`src/verilog/cpm_map.svh`:
```
// Timing counts and encodings for the charge port fault and load monitor.
// Assumes a 10 MHz core clock; included by bare name.
`ifndef CPM_MAP_SVH
`define CPM_MAP_SVH
`define CPM_CLK_HZ         10000000
`define CPM_OC_DEG_MS      8
`define CPM_OV_DEG_MS      16
`define CPM_LD_SET_MS      210
`define CPM_LD_RST_MS      3000
`define CPM_QUICK_CLR_MS   1
`define CPM_MS_CYC         (`CPM_CLK_HZ / 1000)
`define CPM_DCHG_MS        320
`define CPM_MODE_CHARGE    2'h0
`define CPM_MODE_DATA_LP   2'h1
`define CPM_MODE_CHARGE_LP 2'h2
`define CPM_MODE_DATA      2'h3
`endif

```
`src/verilog/cpm_pkg.sv`:
```
// Types shared by the charge port monitor files.
// Assumes cpm_map.svh is available for numeric constants.
package cpm_pkg;
  // Sense inputs from the analog comparators, all synchronous to the clock.
  typedef struct packed {
    logic over_limit;      // Output current above active limit.
    logic temp_limited;    // Junction above lower thermal trip.
    logic temp_unlimited;  // Junction above higher thermal trip.
    logic temp_cooled;     // Junction has fallen by the hysteresis.
    logic data_plus_line;  // Data plus above overvoltage threshold.
    logic data_minus_line; // Data minus above overvoltage threshold.
    logic load_above;      // Load above lower limit plus margin.
    logic load_below;      // Load below lower limit minus margin.
  } cpm_sense_type;
  // Switch and discharge controls towards the analog section.
  typedef struct packed {
    logic power_on;        // Internal power switch closed.
    logic data_on;         // USB data switches closed.
    logic out_discharge;   // Output discharge path enabled.
    logic line_discharge;  // Data line discharge path enabled.
    logic use_upper_limit; // Upper current limit selected.
    logic advertise;       // Advertise high-current charging.
  } cpm_ctrl_type;
  typedef enum logic [1:0] {
    CPM_IDLE,
    CPM_DISCHARGE,
    CPM_RESTORE
  } cpm_dchg_type;
endpackage

```
`src/verilog/cpm_deglitch.sv`:
```
// Qualifying timer: the output follows the input after it stays stable.
// Assumes a one-cycle millisecond tick and a synchronous active-low reset.
`timescale 1ns/100ps
`default_nettype none
module cpm_deglitch #(
  parameter int  WIDTH   = 16,
  parameter logic [15:0] SET_MS = 16'h0008,
  parameter logic [15:0] CLR_MS = 16'h0008,
  parameter bit  CLR_NOW = 1'b0
) (
  input  wire logic core_clk, // Core clock.
  input  wire logic reset_n,  // Synchronous reset, active low.
  input  wire logic ms_tick,  // One-cycle millisecond pulse.
  input  wire logic level_in, // Raw condition.
  output var  logic qual_out  // Qualified condition.
);
  logic [WIDTH-1:0] cnt_r;
  logic [WIDTH-1:0] cnt_nxt;
  logic             qual_nxt;
  wire logic        differs = level_in != qual_out;
  wire logic [WIDTH-1:0] limit = qual_out ? WIDTH'(CLR_MS) : WIDTH'(SET_MS);
  wire logic        done    = ms_tick && (cnt_r + WIDTH'(1) >= limit);

  // A return to agreement clears the count, so only a stable level qualifies.
  always_comb begin
    cnt_nxt  = '0;
    qual_nxt = qual_out;
    if (differs && qual_out && CLR_NOW) begin
      qual_nxt = 1'b0;
    end else if (differs && done) begin
      qual_nxt = level_in;
    end else if (differs) begin
      cnt_nxt = ms_tick ? cnt_r + WIDTH'(1) : cnt_r;
    end
  end

  // Reset clears the timer and the qualified state.
  always_ff @(posedge core_clk) begin
    if (!reset_n) begin
      cnt_r    <= '0;
      qual_out <= 1'b0;
    end else begin
      cnt_r    <= cnt_nxt;
      qual_out <= qual_nxt;
    end
  end
endmodule
`default_nettype wire

```
`src/verilog/cpm_monitor.sv`:
```
// Supervisory logic of a charging-port power switch: fault qualification,
// switch sequencing and the load-detect status timing.
// Assumes synchronous sense inputs from analog comparators and a 10 MHz clock.
`include "cpm_map.svh"
`timescale 1ns/100ps
`default_nettype none
module cpm_monitor #(
  parameter int unsigned MS_CYC   = `CPM_MS_CYC,
  parameter int unsigned DCHG_MS  = `CPM_DCHG_MS
) (
  input  wire logic                   core_clk,      // Core clock, 10 MHz.
  input  wire logic                   reset_n,       // Synchronous reset, active low.
  input  wire logic [1:0]             port_mode,     // Port mode select.
  input  wire logic                   renegotiate,   // Pulse: run output discharge.
  input  wire cpm_pkg::cpm_sense_type sense,         // Comparator levels.
  output var  cpm_pkg::cpm_ctrl_type  ctrl,          // Switch controls.
  output logic                        fault_o,       // Fault pin output value.
  output logic                        fault_oe,      // Fault pin drives low when high.
  output logic                        status_o,      // Status pin output value.
  output logic                        status_oe,     // Status pin drives low when high.
  output var  logic                   thermal_off    // Thermal shutdown active.
);
  // Timebase, thermal latch, discharge sequencer and load status state.
  logic [23:0]          div_r;
  logic                 ms_tick_r;
  logic                 therm_r;
  logic [15:0]          dchg_cnt_r;
  cpm_pkg::cpm_dchg_type dchg_r;
  logic                 load_r;

  // Qualified levels from the four timers.
  logic                 oc_q;
  logic                 ov_q;
  logic                 ld_set_q;
  logic                 ld_clr_q;

  // Mode decode; a port is charging only in the charge mode, not in the data or low-power modes.
  // The plain data mode charges at the lower limit yet still reports an
  // overcurrent, since only the two low-power modes mask it.
  wire logic lp_mode   = (port_mode == `CPM_MODE_DATA_LP) ||
                         (port_mode == `CPM_MODE_CHARGE_LP);
  wire logic charging  = (port_mode == `CPM_MODE_CHARGE);
  // Load timers only run in a charging port, so a demoted port starts over.
  wire logic ld_high   = sense.load_above && charging;
  wire logic ld_low    = sense.load_below && charging;
  wire logic line_ov   = sense.data_plus_line || sense.data_minus_line;
  wire logic oc_raw    = sense.over_limit && !lp_mode;
  wire logic trip      = sense.over_limit ? sense.temp_limited
                                          : sense.temp_unlimited;
  wire logic fault_any = therm_r || oc_q || ov_q;
  wire logic div_end   = div_r == 24'(MS_CYC - 1);

  // Millisecond enable from the core clock divider.
  // The tick phase runs free against the sense inputs, so every qualifying
  // interval is uncertain by up to one tick; the counts aim at the top end.
  always_ff @(posedge core_clk) begin
    if (!reset_n) begin
      div_r     <= '0;
      ms_tick_r <= 1'b0;
    end else begin
      div_r     <= div_end ? '0 : div_r + 24'h000001;
      ms_tick_r <= div_end;
    end
  end

  // Current fault: same deglitch both ways, so a load that hovers at the
  // limit cannot make the pin chatter.
  cpm_deglitch #(
    .WIDTH   (16),
    .SET_MS  (16'(`CPM_OC_DEG_MS)),
    .CLR_MS  (16'(`CPM_OC_DEG_MS)),
    .CLR_NOW (1'b0)
  ) u_oc (
    .core_clk (core_clk),
    .reset_n  (reset_n),
    .ms_tick  (ms_tick_r),
    .level_in (oc_raw),
    .qual_out (oc_q)
  );

  // Line fault: qualified on set, released as soon as the line recovers.
  // The data switch itself does not wait for this timer.
  cpm_deglitch #(
    .WIDTH   (16),
    .SET_MS  (16'(`CPM_OV_DEG_MS)),
    .CLR_MS  (16'(`CPM_QUICK_CLR_MS)),
    .CLR_NOW (1'b1)
  ) u_ov (
    .core_clk (core_clk),
    .reset_n  (reset_n),
    .ms_tick  (ms_tick_r),
    .level_in (line_ov),
    .qual_out (ov_q)
  );

  // Load detect timers; only meaningful while charging.
  cpm_deglitch #(
    .WIDTH   (16),
    .SET_MS  (16'(`CPM_LD_SET_MS)),
    .CLR_MS  (16'(`CPM_QUICK_CLR_MS)),
    .CLR_NOW (1'b1)
  ) u_ld_set (
    .core_clk (core_clk),
    .reset_n  (reset_n),
    .ms_tick  (ms_tick_r),
    .level_in (ld_high),
    .qual_out (ld_set_q)
  );

  // Light-load timer; a single heavier sample restarts the long count.
  cpm_deglitch #(
    .WIDTH   (16),
    .SET_MS  (16'(`CPM_LD_RST_MS)),
    .CLR_MS  (16'(`CPM_QUICK_CLR_MS)),
    .CLR_NOW (1'b1)
  ) u_ld_clr (
    .core_clk (core_clk),
    .reset_n  (reset_n),
    .ms_tick  (ms_tick_r),
    .level_in (ld_low),
    .qual_out (ld_clr_q)
  );

  // Thermal latch: trips at once, holds until the die has cooled.
  // A trip wins over a cooled reading in the same cycle, so a die that is
  // still hot never restarts; the off and on cycling repeats on its own.
  always_ff @(posedge core_clk) begin
    if (!reset_n) begin
      therm_r <= 1'b0;
    end else if (trip) begin
      therm_r <= 1'b1;
    end else if (sense.temp_cooled) begin
      therm_r <= 1'b0;
    end
  end

  // Status holds between set and clear; a non-charging port reports none.
  // The pin comes from a register, so the controller never sees a glitch
  // while the two load timers hand over to each other.
  always_ff @(posedge core_clk) begin
    if (!reset_n || !charging) begin
      load_r <= 1'b0;
    end else if (ld_set_q) begin
      load_r <= 1'b1;
    end else if (ld_clr_q) begin
      load_r <= 1'b0;
    end
  end

  // Output discharge sequence; a new request during it is ignored.
  // The length counts whole ticks, so the off time may fall short of the
  // nominal value by up to one tick.
  always_ff @(posedge core_clk) begin
    if (!reset_n) begin
      dchg_r     <= cpm_pkg::CPM_IDLE;
      dchg_cnt_r <= '0;
    end else begin
      case (dchg_r)
        cpm_pkg::CPM_IDLE: begin
          dchg_cnt_r <= '0;
          if (renegotiate) begin
            dchg_r <= cpm_pkg::CPM_DISCHARGE;
          end
        end
        cpm_pkg::CPM_DISCHARGE: begin
          if (ms_tick_r) begin
            dchg_cnt_r <= dchg_cnt_r + 16'h0001;
          end
          if (ms_tick_r && dchg_cnt_r == 16'(DCHG_MS - 1)) begin
            dchg_r <= cpm_pkg::CPM_RESTORE;
          end
        end
        cpm_pkg::CPM_RESTORE: begin
          dchg_r <= cpm_pkg::CPM_IDLE;
        end
        default: begin
          dchg_r <= cpm_pkg::CPM_IDLE;
        end
      endcase
    end
  end

  // Switch controls; the overvoltage path is raw so the data switch opens
  // without waiting for any deglitch.
  // A thermal shutdown opens both switches regardless of the sequencer, and
  // the line recovers by itself once the raw overvoltage has gone.
  assign ctrl.power_on        = !therm_r && (dchg_r != cpm_pkg::CPM_DISCHARGE);
  assign ctrl.data_on         = !therm_r && !line_ov;
  assign ctrl.out_discharge   = dchg_r == cpm_pkg::CPM_DISCHARGE;
  assign ctrl.line_discharge  = line_ov;
  assign ctrl.use_upper_limit = charging;
  assign ctrl.advertise       = charging;
  assign thermal_off          = therm_r;

  // Open-drain pins only ever pull low.
  // The value outputs stay tied low; the pad turns the enable into the
  // pull-down, and the external pull-up gives the released level.
  // Both enables come straight from registers or a gate of registers.
  assign fault_o   = 1'b0;
  assign fault_oe  = fault_any;
  assign status_o  = 1'b0;
  assign status_oe = load_r;
endmodule
`default_nettype wire

```
`config.mk`:
```
export PLATFORM = sky130hd
export DESIGN_NAME = cpm_monitor
export DESIGN_NICKNAME = d
export VERILOG_FILES = /design/src/verilog/cpm_pkg.sv /design/src/verilog/cpm_deglitch.sv /design/src/verilog/cpm_monitor.sv
export VERILOG_INCLUDE_DIRS = /design/src /design/src/verilog
export SDC_FILE = /design/constraint.sdc
export NUM_CORES = 1
export LEC_CHECK = 0
export BUFFER_PORTS_ARGS = -buffer_cell sky130_fd_sc_hd__buf_2
export CORE_ASPECT_RATIO = 1.4
export CORE_MARGIN = 4
export CORE_UTILIZATION = 56
export CTS_CLUSTER_DIAMETER = 40
export DETAILED_ROUTE_END_ITERATION = 8
export PLACE_DENSITY = 0.84
export REMOVE_ABC_BUFFERS = 1
export SKIP_CTS_REPAIR_TIMING = 1
export SLEW_MARGIN = 10
export SYNTH_ARGS = -nofsm -noshare
export SYNTH_HDL_FRONTEND = slang
export SYNTH_SLANG_ARGS = --single-unit
```
`constraint.sdc`:
```
create_clock -name core_clk -period 2.85 [get_ports core_clk]
set_input_delay 0.57 -clock core_clk [delete_from_list [all_inputs] [get_ports core_clk]]
set_output_delay 0.57 -clock core_clk [all_outputs]
set_load 0.03 [all_outputs]
```
### Yosys cells after proc, flatten, opt, wreduce, memory -nomap -nowiden

Cells that the tools add are included.

| word-level totals | value |
|---|---|
| output and inout bits | 11 |
| word-level logic and storage cells | 97 |
| register bits | 113 |

| cells by class | value |
|---|---|
| multiplexer cells | 13 |
| reduce and logical (&&, ||, !) cells | 42 |
| equality and inequality tests | 13 |
| $lt $le $gt $ge | 4 |
| bitwise gates (word level) | 5 |
| add/subtract/negate cells | 6 |

Operators with widths:

| operator | number |
|---|---|
| 16-bit by 1-bit adder with 16-bit output (second input constant) | 5 |
| 16-bit greater-or-equal comparator | 3 |
| 16-bit case mux with 2 select lines | 1 |
| 24-bit by 1-bit adder with 24-bit output (second input constant) | 1 |
| 24-bit by 14-bit == test with 1-bit output (second input constant) | 1 |
| 1-bit logical AND | 17 |
| 16-bit by 9-bit == test with 1-bit output (second input constant) | 1 |
| 16-bit by 4-bit greater-or-equal comparator with 1-bit output (second input constant) | 1 |
| 16-bit 2-to-1 mux | 1 |
| 12-bit 2-to-1 mux | 1 |
| 4-bit OR reduction | 3 |
| 8-bit 2-to-1 mux | 1 |
| 2-bit OR reduction | 4 |
| 2-bit by 1-bit inequality test with 1-bit output (second input constant) | 3 |
| 2-bit nonzero test | 3 |
| 1-bit zero test | 5 |
| 1-bit logical OR | 5 |
| 1-bit 2-to-1 mux | 5 |
| 5-bit 2-to-1 mux | 1 |
| 1-bit NOT | 5 |
| 2-bit by 1-bit == test with 1-bit output (second input constant) | 2 |
| 2-bit zero test | 2 |
| 2-bit 2-to-1 mux | 2 |
| 1-bit inequality test | 4 |
| 5 further kinds | 6 |

### Logic depth before layout (Yosys ltp)

Gate-level depths: netlist of run 1.

| depth | value |
|---|---|
| depth after elaboration | 7 |
| gate-level depth with buffers | 14 |

### Hierarchy

From an unflattened synthesis of run 1, not the netlist that was laid out.

| unflattened totals | value |
|---|---|
| cell total of the unflattened synthesis | 771 |
| area, all modules | 6556.3 um^2 |

Modules (own cells, without submodules):

| module | times used | cells each | area each (um^2) | seq. area each (um^2) |
|---|---|---|---|---|
| cpm_monitor | 1 | 273 | 2228.4 | 900.9 |
| cpm_deglitch at u_ld_clr | 1 | 152 | 1251.2 | 340.3 |
| cpm_deglitch at u_ld_set | 1 | 135 | 1164.9 | 340.3 |
| cpm_deglitch at u_ov | 1 | 119 | 1063.5 | 340.3 |
| cpm_deglitch at u_oc | 1 | 92 | 848.3 | 340.3 |

### Worst setup path after synthesis of run 1

No wires, ideal clock.

| timing | value |
|---|---|
| kind | reg-to-reg |
| from | register u_ld_clr.cnt_r[4] |
| to | register u_ld_clr.cnt_r[7] |
| setup slack | 1 ps |
| data arrival time | 2779 ps |
| data required time | 2780 ps |
| buffers on the path | 2 |
| period minus slack after synthesis | 2849 ps |
| cell stages (with the launch flop) | 14 |
| cells stage by stage | dfxtp_1 > clkbuf_2 > nand3_1 > nor3_1 > nand4_1 > xnor2_1 > ha_1 > a2111oi_0 > nor4bb_1 > o22ai_1 > nor3_2 > buf_2 > nand4b_1 > a21oi_1 |

| on the way | value |
|---|---|
| cells in the longest elaborated chain, start to end | 5 |

Ends and longest elaborated chain:

| item | line | text |
|---|---|---|
| start: declaration | cpm_deglitch.sv:17 | `logic [WIDTH-1:0] cnt_r;` |
| start signal: assignment | cpm_deglitch.sv:43 | `cnt_r <= cnt_nxt;` |
| 16-bit by 1-bit adder with 16-bit output * | cpm_deglitch.sv:22, cpm_deglitch.sv:33 |  |
| 16-bit greater-or-equal comparator | cpm_deglitch.sv:22 | `wire logic done = ms_tick && (cnt_r + WIDTH'(1) >= limit);` |
| 1-bit logical AND | cpm_deglitch.sv:22 |  |
| 1-bit logical AND | cpm_deglitch.sv:30 | `end else if (differs && done) begin` |
| 4-bit OR reduction (no source line) | n/a |  |

Every way passes the cells marked *; elsewhere a longest branch is shown, timed or not.
A chain may end at the register's enable or synchronous reset.

### Final worst setup path of run 1

| timing | value |
|---|---|
| from | register u_ld_clr.cnt_r[6] |
| to | register u_ld_clr.cnt_r[7] |

The elaborated chain is that of the path after synthesis.

==> results of run 1 <==
## metrics by stage
| stage | hold WS (ns) | instances | TNS [ns] | setup WS [ns] | utilization (%) |
|---|---|---|---|---|---|
| 6_report | 0.428 | 914 | -0.332 | -0.107 | 68.2 |
| 5_1_grt | 0.444 | 914 | -2.08 | -0.237 | 68.2 |
| 2_1_floorplan | 0.430 | 692 | -2.15 | -0.299 | - |
| 3_5_place_dp | 0.461 | 877 | -0.538 | -0.0876 | 60.6 |
| 3_3_place_gp | 0.445 | 877 | 0 | 0.0928 | 60.6 |
| 4_1_cts | 0.412 | 909 | -1.01 | -0.138 | 66.7 |
## cells in the final DEF, fill, tap and decap left out, types with 7 or more instances in the layout
cell type | netlist | final
nand3_1 | 51 | 49
nand2_1 | 66 | 65
and3_1 | 15 | 14
a31oi_1 | 8 | 8
xnor2_1 | 29 | 29
nor3b_1 | 10 | 10
nand2b_1 | 7 | 7
and2_1 | 35 | 35
a21oi_1 | 36 | 36
inv_1 | 12 | 12
o21ai_0 | 20 | 18
nor4_1 | 9 | 8
nor3_1 | 33 | 32
nand4_1 | 20 | 20
buf_2 | 5 | 21
ha_1 | 25 | 23
buf_4 | 9 | 28
dfxtp_1 | 113 | 107
xor2_1 | 29 | 29
nor2_1 | 73 | 72
or3_1 | 12 | 12
clkbuf_16 | 0 | 17
## cell usage after synthesis (all sizes together), types with 11 or more instances
cell | n | area (sq um)
and2 | 35 | 219
xnor2 | 29 | 254
xor2 | 29 | 254
a21oi | 37 | 189
and3 | 15 | 93.8
clkbuf | 21 | 80.1
o21ai | 21 | 105
nor3 | 35 | 191
nand4 | 20 | 125
buf | 16 | 108
nand2 | 66 | 248
nor2 | 73 | 274
dfxtp | 113 | 2260
ha | 25 | 313
nor3b | 11 | 87.6
or3 | 12 | 75.1
nand3 | 52 | 265
inv | 12 | 45.0
## sequential cells by signal, summed over array words and instances, names as in the netlist
register           flops
u_ld_set.qual_out      1
thermal_off            1
status_oe              1
div_r                 24
u_ld_set.cnt_r        16
dchg_cnt_r            16
dchg_r                 2
ms_tick_r              1
u_ld_clr.qual_out      1
u_oc.cnt_r            16
u_ov.qual_out          1
u_oc.qual_out          1
u_ov.cnt_r            16
u_ld_clr.cnt_r        16
## cell type report
| type | count | area share [%] |
|---|---|---|
| multi-input cells | 567 | 51.4 |
| flip-flops and latches | 113 | 31.9 |
| clock buffers | 20 | 6.40 |
| repair buffers | 51 | 4.73 |
| clock inverters | 12 | 2.51 |
| well taps | 138 | 2.42 |
| inverters | 13 | 0.684 |
## layer usage
| metal | up-vias | part of all wire, % | GRT usage [%] |
|---|---|---|---|
| li1 | 2689 | - | - |
| met1 | 2706 | 40 | 27.2 |
| met2 | 221 | 50 | 40.8 |
| met3 | 56 | 5.7 | 5.67 |
| met4 | 0 | 3.5 | 12.1 |
| met5 | - | 0 | 0 |
## cells by family (layout without fill, tap and decap cells)
family | count (synthesis) | after routing | synth area share (%)
adders and majority gates | 25 | 25 | 5.17
buffers and inverters | 50 | 96 | 3.91
xor gates and xnor gates | 58 | 58 | 8.40
AOI/OAI and AO/OA | 114 | 114 | 12.8
DFF | 113 | 113 | 37.4
muxes | 4 | 4 | 0.683
and+or+nand+nor | 363 | 364 | 31.5
other | 1 | 2 | 0.0620
## power groups by stage
stage | Sequential [mW] | Combinational, mW | Clock, mW
after floorplan | 1.63 | 0.0539 | 0
after global placement | 1.63 | 0.0874 | 0
after detailed placement | 1.63 | 0.0903 | 0
after CTS | 1.59 | 0.0910 | 2.28
after global routing | 1.59 | 0.102 | 2.37
final | 1.59 | 0.0921 | 2.27
## worst max-delay path by stage
stage,endpoint,cells after the start,from,slack [ns]
after global placement,u_ld_clr.qual_out,13,u_ld_clr.cnt_r[1],0.09
after CTS,u_ld_clr.qual_out,13,u_ld_clr.cnt_r[1],-0.14
final,u_ld_clr.cnt_r[7],13,u_ld_clr.cnt_r[6],-0.11
after global routing,u_ld_clr.cnt_r[7],13,u_ld_clr.cnt_r[2],-0.24
after detailed placement,u_ld_clr.qual_out,13,u_ld_clr.cnt_r[1],-0.09
after floorplan,dchg_cnt_r[11],6,ms_tick_r,-0.30
## worst max-delay path: stages (launching register included)
cell       delay, ns
dfxtp_4         0.38
nand3_1         0.11
nor3_2          0.24
buf_4           0.15
nand4_1         0.16
xnor2_1         0.18
ha_2            0.19
a2111oi_2       0.25
nor4bb_2        0.31
o22ai_2         0.20
nor3_4          0.23
buf_6           0.17
nand4b_1        0.12
a21oi_1         0.20
==> metrics.csv, run 1 <==
stage,metric,value,unit
outcome,outcome,"complete, but fails checks",
outcome,violated checks,setup timing,
power_and_ir_drop,P_leak,2.61,nW
drt,Detail Route Antenna Nets,0,
timing,Fmax,338,MHz
flow_run,total of max-cap violations,0,
power_and_ir_drop,cell-internal power,3.12,mW
synthesis,"FFs w/ async S/R, synth",0,%
timing,Worst slew margin,59.2,%
drt,DR vias/cell,6.21,
global_routing,gr ovfl total,0,
global_routing,vias in the first global route,5502,
place,Post-DP Area,6340,sq um
clock_tree,clock tree buffer depth,2,
place,Final Wtd Congestion,0.913,
timing,"Slew Viols, Final",0,
synthesis,Cell variety after synth,71,
drt,per-cell routed wire length,16.2,um
power_and_ir_drop,sequential share of power,40.3,%
synthesis,"flops & latches, synth",113,
worst_hold_path,hold path cells,3,
power_and_ir_drop,Comb power frac,2.3,%
timing,Clock Skews,0.00634,ns
setup_path,CP Launch Type,flip-flop,
power_and_ir_drop,maximum vdd drop,0.431,mV
drt,DRT Wirelength,14800,um
setup_path,Reg2Reg Depth,13,
power_and_ir_drop,total net switching power,828,uW
power_and_ir_drop,Overall Power,3.95,mW
synthesis,Post-Syn Area,6050,sq um
power_and_ir_drop,Power Dens Cells,553,nW/um^2
setup_path,kind of critical path,reg2reg,
synthesis,Synth Instances,728,
floorplan,I/O pin cnt,24,
final_layout,share of layout cells above drive strength 1,15.3,%
final_layout,multi-input logic area,3670,sq um
timing,post-route setup slack,-0.107,ns
timing,Tightest Pin Transition,0.612,ns
floorplan,FP Rows,44,
worst_hold_path,Hold Crit Class,in2reg,
power_and_ir_drop,clock share of power,57.3,%
floorplan,CORE AREA,10500,sq um
final_layout,FILL cells,793,
clock_tree,CTS tree,yes,
drt,DRC Markers,0,
worst_hold_path,Min-Delay Endpoint,thermal_off,
timing,"Setup violations, final",7,
setup_path,Crit Reg-Reg Startpoint,u_ld_clr.cnt_r[6],
synthesis,Mean Syn Cell Area,8.31,sq um
final_layout,# nets final,801,
clock_tree,"Reg clk slew, reported paths",0.06,ns
place,dpl hpwl,9500,um
clock_tree,CTS root buffer,clkbuf_16,
setup_path,reg2reg setup slack,-0.11,ns
timing,Final min period,2.96,ns
floorplan,Initial Util,57.8,%
power_and_ir_drop,switching share of total power,21.0,%
clock_tree,CTS buffer count,17,
drt,initial DRC count,455,
clock_tree,Clock H-tree levels,4,
final_layout,synth-to-layout area growth,18.0,%
floorplan,area of the die,12600,sq um
setup_path,CP arrival,3.28,ns
synthesis,"Top FF cell, synth",dfxtp_1,
global_routing,initial antenna violation count,0,
synthesis,Post-synth EDFFs,0,
worst_hold_path,Worst Min Path Start,sense[4],
setup_path,worst-path maximum fanout,6,
setup_path,Critical Path RT,3.17,ns
synthesis,Ys Warns,0,
setup_path,worst flop-to-flop path endpoint,u_ld_clr.cnt_r[7],
drt,DRT Pass-1 Iters,6,
final_layout,n_diodes,0,
floorplan,die width,95.8,um
global_routing,largest net degree at the start of global routing,44,
global_routing,first-pass GRT wire length,24000,um
final_layout,fin area,7140,sq um
timing,period utilization,104,%
floorplan,Die Height,131,um
place,input/output buffers,21,
final_layout,Register Area,2270,sq um
clock_tree,clock latency on the worst-skew pair,0.41,ns
clock_tree,Sink Count,113,
global_routing,GRT Util Overall,23.7,%
timing,Final Hold Vio Count,0,
synthesis,post-synthesis sequential area ratio,37.4,%
setup_path,critical path endpoint category,flip-flop,
drt,DR vias,5672,
(Power assumes the default switching activity.)
==> inputs of run 2 (changes only) <==
--- a/config.mk
+++ b/config.mk
@@ -18,4 +18,5 @@
 export SLEW_MARGIN = 10
 export SYNTH_ARGS = -nofsm -noshare
 export SYNTH_HDL_FRONTEND = slang
+export SYNTH_HIERARCHICAL = 1
 export SYNTH_SLANG_ARGS = --single-unit
==> metrics.csv, run 2 <==
stage,metric,value,unit
power_and_ir_drop,sequential share of power,41.4,%
power_and_ir_drop,Comb power frac,3.4,%
place,dpl hpwl,11000,um
setup_path,most frequent CP cell,buf_4,
timing,Fmax,350,MHz
flow_run,total of max-cap violations,0,
clock_tree,CTS root buffer,clkbuf_16,
setup_path,CP arrival,3.19,ns
final_layout,FILL cells,881,
synthesis,Mean Syn Cell Area,8.50,sq um
clock_tree,CTS buffer count,17,
drt,DR vias/cell,6.23,
timing,final hold slack,0.443,ns
global_routing,vias in the first global route,5923,
timing,"Slew Viols, Final",0,
synthesis,Synth area leaders,"dfxtp_1 35%, ha_1 4.8%, nand2_1 3.7%, and2_1 3.6%, a21oi_1 3.4%",
floorplan,CORE AREA,11400,sq um
floorplan,area of the die,13500,sq um
power_and_ir_drop,maximum vdd drop,0.382,mV
worst_hold_path,Hold Crit Class,in2reg,
synthesis,"flops & latches, synth",113,
synthesis,"FFs w/ async S/R, synth",0,%
outcome,outcome,"complete, but fails checks",
setup_path,Crit Reg-Reg Startpoint,u_ld_clr/cnt_r[7],
timing,unrepaired setup endpoints after global routing,yes,
setup_path,worst flop-to-flop path endpoint,u_ld_clr/cnt_r[7],
setup_path,CP Launch Type,flip-flop,
power_and_ir_drop,switching share of total power,23.7,%
global_routing,first-pass GRT wire length,25900,um
global_routing,GRT Util Overall,23.4,%
worst_hold_path,hold path cells,3,
clock_tree,CTS tree,yes,
outcome,violated checks,setup timing,
clock_tree,clock tree buffer depth,2,
timing,period utilization,100,%
final_layout,Reg with most FFs,div_r,
setup_path,kind of critical path,reg2reg,
setup_path,CP peak stage delay,0.45,ns
synthesis,Ys Warns,6,
final_layout,n_diodes,0,
synthesis,Synth Instances,771,
setup_path,reg2reg setup slack,-0.005,ns
floorplan,Initial Util,57.5,%
clock_tree,"Reg clk slew, reported paths",0.06,ns
setup_path,Reg2Reg Depth,10,
synthesis,most common cell in the netlist,dfxtp_1,
floorplan,FP Rows,46,
synthesis,Synth top cells by count,"113 x dfxtp_1, 65 x nand2_1, 59 x nor2_1",
worst_hold_path,Min-Delay Endpoint,thermal_off,
clock_tree,Sink Count,113,
final_layout,highest-count cells in the layout ignoring fill and taps,"109 x dfxtp_1, 62 x nand2_1, 58 x nor2_1, 45 x a21oi_1",
floorplan,I/O pin cnt,24,
drt,DRT Pass-1 Iters,5,
setup_path,worst-path maximum fanout,7,
final_layout,synth-to-layout area growth,15.9,%
place,DP Worst Slack,-0.0334,ns
clock_tree,Clock H-tree levels,4,
drt,initial DRC count,340,
power_and_ir_drop,P_leak,2.84,nW
timing,Worst slew margin,62.2,%
synthesis,"Top FF cell, synth",dfxtp_1,
setup_path,critical path endpoint category,flip-flop,
drt,DR vias,6076,
final_layout,"most common cell after layout, fill and taps aside",dfxtp_1,
power_and_ir_drop,cell-internal power,2.95,mW
final_layout,# nets final,856,
synthesis,Synth top area share,34.5,%
power_and_ir_drop,total net switching power,913,uW
setup_path,critical path's slowest cell,a221o_2,
drt,DRC Markers,0,
final_layout,max reg flops,24,
global_routing,gr ovfl total,0,
timing,Clock Skews,0.00651,ns
setup_path,Critical Path RT,3.19,ns
clock_tree,clock latency on the worst-skew pair,0.41,ns
power_and_ir_drop,Power Dens Cells,508,nW/um^2
synthesis,post-synthesis sequential area ratio,34.5,%
power_and_ir_drop,clock share of power,55.2,%
global_routing,initial antenna violation count,0,
timing,Tightest Pin Transition,0.564,ns
timing,total negative slack,-0.00548,ns
floorplan,Die Height,136,um
drt,Detail Route Antenna Nets,0,
synthesis,leading area contributor after synthesis,dfxtp_1,
drt,DRT Wirelength,15400,um
place,input/output buffers,21,
synthesis,Post-synth EDFFs,0,
global_routing,largest net degree at the start of global routing,31,
timing,"Setup violations, final",1,
floorplan,die width,99.4,um
final_layout,share of layout cells above drive strength 1,17.3,%
timing,post-route setup slack,-0.00548,ns
drt,per-cell routed wire length,15.8,um
setup_path,critical path cell sequence,nand2_2 > nor4_2 > buf_4 > xnor2_2 > ha_1 > a2111o_1 > a221o_2 > buf_4 > o41ai_1 > o2bb2ai_1,
timing,Final Hold Vio Count,0,
synthesis,Post-Syn Area,6560,sq um
timing,Final min period,2.86,ns
worst_hold_path,Worst Min Path Start,sense[4],
place,Final Wtd Congestion,0.910,
synthesis,Cell variety after synth,84,
[run 2: cell count changes after synthesis, sizes merged, moves of 13 or more]
| cell | before | now |
|---|---|---|
| nor2 | 73 | 59 |
| xor2 | 29 | 16 |
| or4 | 2 | 15 |
| nand4 | 20 | 38 |
| nand3 | 52 | 35 |
| nand2b | 7 | 25 |
[run 2: per-layer routing]
metal | GRT usage [%] | vias up | routed length, um
li1 | - | 2936 | -
met1 | 24.3 | 2879 | 5980
met2 | 43.2 | 208 | 8170
met3 | 5.34 | 53 | 767
met4 | 12.1 | 0 | 534
met5 | 0 | - | 0
[run 2: power by group through the flow]
stage / logic (mW) / clock network (mW) / registers (mW)
CTS: 0.133 / 2.16 / 1.60
global route: 0.145 / 2.25 / 1.60
finish: 0.133 / 2.13 / 1.60
floorplan: 0.0802 / 0 / 1.63
detailed placement: 0.131 / 0 / 1.63
global placement: 0.127 / 0 / 1.63
[run 2: worst max-delay path: cells and delay by family, from the launching register on]
family / cells / cell delay [ns]
adders and majority gates: 1 / 0.26
buffers and inverters: 2 / 0.37
and+or+nand+nor: 2 / 0.37
DFF: 1 / 0.39
AOI/OAI and AO/OA: 4 / 1.29
xor gates and xnor gates: 1 / 0.11
[run 2: kinds of logic (layout without fill, tap and decap cells)]
kind of cell    Yosys count  count (layout)  share of synthesized area (%)
fa+ha+maj                25              25                           4.77
compound gates          141             141                           15.2
buf+inv                  56             115                           4.29
mux                       9               9                           1.37
simple gates            391             391                           35.2
flops                   113             113                           34.5
other cells               1               2                         0.0572
xor+xnor                 35              35                           4.68
[run 2: worst max-delay path by stage]
stage | startpoint | end | depth (start not counted)
floorplan | u_ov/cnt_r[0] | u_ov/qual_out | 10
global placement | u_ld_clr/cnt_r[1] | u_ld_clr/cnt_r[2] | 9
detailed placement | u_ld_clr/cnt_r[1] | u_ld_clr/cnt_r[2] | 9
CTS | u_ld_clr/cnt_r[1] | u_ld_clr/cnt_r[9] | 9
global route | u_ld_clr/cnt_r[7] | u_ld_clr/cnt_r[7] | 10
finish | u_ld_clr/cnt_r[7] | u_ld_clr/cnt_r[7] | 10
[run 2: per-stage QoR]
step / area [sq um] / power [mW] / util (%) / cells
after global routing: 7600 / 3.99 / 66.7 / 975
final: 7600 / 3.86 / 66.7 / 975
after CTS: 7510 / 3.89 / 65.9 / 971
after detailed placement: 6910 / 1.76 / 60.7 / 939
after floorplan: 6370 / 1.71 / - / 740
after global placement: 6910 / 1.76 / 60.7 / 939
[run 2: cell type report]
type	count	area (sq um)	area share [%]
clock buffers	17	425	5.60
clock inverters	15	173	2.27
inverters	24	90.1	1.19
multi-input cells	603	4070	53.5
flip-flops and latches	113	2270	29.9
well taps	144	180	2.37
repair buffers	59	394	5.19
==> inputs of run 3 (changes only) <==
--- a/config.mk
+++ b/config.mk
@@ -9,10 +9,10 @@
 export BUFFER_PORTS_ARGS = -buffer_cell sky130_fd_sc_hd__buf_2
 export CORE_ASPECT_RATIO = 1.4
 export CORE_MARGIN = 4
-export CORE_UTILIZATION = 56
+export CORE_UTILIZATION = 40
 export CTS_CLUSTER_DIAMETER = 40
 export DETAILED_ROUTE_END_ITERATION = 8
-export PLACE_DENSITY = 0.84
+export PLACE_DENSITY = 0.66
 export REMOVE_ABC_BUFFERS = 1
 export SKIP_CTS_REPAIR_TIMING = 1
 export SLEW_MARGIN = 10
==> metrics.csv, run 3 (same netlist as run 2, synthesis figures left out) <==
stage,metric,value,unit
clock_tree,Sink Count,113,
setup_path,CP arrival,3.08,ns
setup_path,kind of critical path,reg2reg,
drt,DRT Wirelength,14700,um
setup_path,reg2reg setup slack,0.10,ns
floorplan,Die Height,159,um
worst_hold_path,Hold Crit Class,in2reg,
setup_path,Crit Reg-Reg Startpoint,u_ld_clr/cnt_r[4],
floorplan,FP Rows,55,
power_and_ir_drop,cell-internal power,3.02,mW
global_routing,initial antenna violation count,0,
drt,Detail Route Antenna Nets,0,
final_layout,synth-to-layout area growth,18.2,%
power_and_ir_drop,Comb power frac,3.4,%
power_and_ir_drop,P_leak,2.91,nW
timing,"Setup violations, final",0,
floorplan,die width,116,um
setup_path,CP Launch Type,flip-flop,
drt,DR vias/cell,5.62,
clock_tree,CTS tree,yes,
power_and_ir_drop,sequential share of power,41.0,%
setup_path,Critical Path RT,3.18,ns
timing,Clock Skews,0.00644,ns
final_layout,multi-input logic area,4090,sq um
setup_path,"CP delay by family, top",compound AO/OA/AOI/OAI gates,
floorplan,area of the die,18500,sq um
timing,Tightest Pin Transition,0.550,ns
timing,period utilization,96.4,%
global_routing,vias in the first global route,5434,
final_layout,Register Area,2270,sq um
timing,final hold slack,0.422,ns
final_layout,"most common cell after layout, fill and taps aside",dfxtp_1,
place,input/output buffers,21,
floorplan,CORE AREA,16100,sq um
outcome,outcome,finished clean,
timing,total negative slack,0,ns
setup_path,critical path depth,9,
global_routing,GRT Util Overall,16.3,%
clock_tree,CTS buffer count,17,
setup_path,crit path from,u_ld_clr/cnt_r[4],
final_layout,# nets final,863,
setup_path,Reg2Reg Depth,9,
drt,per-cell routed wire length,14.2,um
drt,DRT Pass-1 Iters,4,
global_routing,first-pass GRT wire length,25100,um
timing,Final Hold Vio Count,0,
clock_tree,Clock H-tree levels,4,
final_layout,n_diodes,0,
final_layout,FILL cells,1595,
floorplan,Initial Util,40.7,%
floorplan,I/O pin cnt,24,
place,dpl hpwl,10600,um
clock_tree,clock latency on the worst-skew pair,0.40,ns
global_routing,largest net degree at the start of global routing,28,
final_layout,Reg with most FFs,div_r,
timing,Final min period,2.75,ns
timing,Worst slew margin,63.2,%
setup_path,Critical Path End,u_ld_clr/cnt_r[2],
final_layout,share of layout cells above drive strength 1,18.3,%
setup_path,CP peak stage delay,0.48,ns
power_and_ir_drop,total net switching power,874,uW
power_and_ir_drop,switching share of total power,22.5,%
timing,"Slew Viols, Final",0,
flow_run,total of max-cap violations,0,
power_and_ir_drop,maximum vdd drop,0.402,mV
final_layout,max reg flops,24,
drt,initial DRC count,227,
place,Final Wtd Congestion,0.846,
clock_tree,clock tree buffer depth,2,
timing,unrepaired setup endpoints after global routing,yes,
setup_path,worst-path maximum fanout,5,
setup_path,critical path endpoint category,flip-flop,
setup_path,CP bufs+invs,1,
setup_path,worst flop-to-flop path endpoint,u_ld_clr/cnt_r[2],
setup_path,critical path's slowest cell,a2111o_1,
drt,DRC Markers,0,
final_layout,highest-count cells in the layout ignoring fill and taps,"105 x dfxtp_1, 62 x nand2_1, 58 x nor2_1, 45 x a21oi_1, 44 x buf_4",
global_routing,gr ovfl total,0,
setup_path,critical path cell sequence,nand2_2 > nor4_4 > buf_4 > xnor2_1 > ha_1 > a2111o_1 > a221o_2 > o41a_1 > o22ai_1,
clock_tree,CTS root buffer,clkbuf_16,
power_and_ir_drop,Power Dens Cells,502,nW/um^2
drt,DR vias,5824,
clock_tree,"Reg clk slew, reported paths",0.06,ns
timing,Fmax,364,MHz
power_and_ir_drop,clock share of power,55.6,%
## run 3: metal layers
layer	up-vias	wire, um	GRT usage, %
met5	-	0	0
met4	0	272	6.07
met3	21	455	2.85
met2	98	7670	28.7
met1	2744	6330	19.5
li1	2961	-	-
## run 3: power by group through the flow
stage	sequential, mW	clock [mW]	combinational, mW
2_1_floorplan	1.63	0	0.0802
3_3_place_gp	1.63	0	0.133
3_5_place_dp	1.63	0	0.133
4_1_cts	1.60	2.21	0.134
5_1_grt	1.60	2.28	0.147
6_report	1.60	2.16	0.133
## run 3: worst register-to-register path: cells and delay by family, from the launching register on
family / cells / cell delay, ns
buffers and inverters: 1 / 0.17
AOI/OAI and AO/OA: 4 / 1.44
DFF: 1 / 0.34
xor gates and xnor gates: 1 / 0.12
adders and majority gates: 1 / 0.26
and+or+nand+nor: 2 / 0.35
## run 3: worst min path at each step
stage	slack, ns	start	to	cells after the start
6_report	0.42	sense[4]	thermal_off	3
3_3_place_gp	0.44	div_r[0]	div_r[0]	1
3_5_place_dp	0.45	div_r[0]	div_r[0]	1
2_1_floorplan	0.43	div_r[0]	div_r[0]	1
4_1_cts	0.41	sense[4]	thermal_off	3
5_1_grt	0.43	sense[4]	thermal_off	3
## run 3: per-stage QoR
stage / worst slack [ns] / instances / total power [mW] / util [%] / cell area, sq um
finish: 0.103 / 1037 / 3.89 / 48.1 / 7750
global route: -0.0109 / 1037 / 4.02 / 48.1 / 7750
global placement: -0.00385 / 1001 / 1.76 / 43.7 / 7040
detailed placement: -0.0203 / 1001 / 1.77 / 43.7 / 7040
CTS: -0.0596 / 1033 / 3.94 / 47.5 / 7640
floorplan: -0.0645 / 740 / 1.71 / - / 6370
## run 3: final cells by class
cell class / instances / share of cell area, %
multi-input cells: 604 / 52.8
flip-flops and latches: 113 / 29.4
repair buffers: 65 / 5.62
clock buffers: 17 / 5.49
well taps: 199 / 3.21
clock inverters: 15 / 2.36
inverters: 24 / 1.16
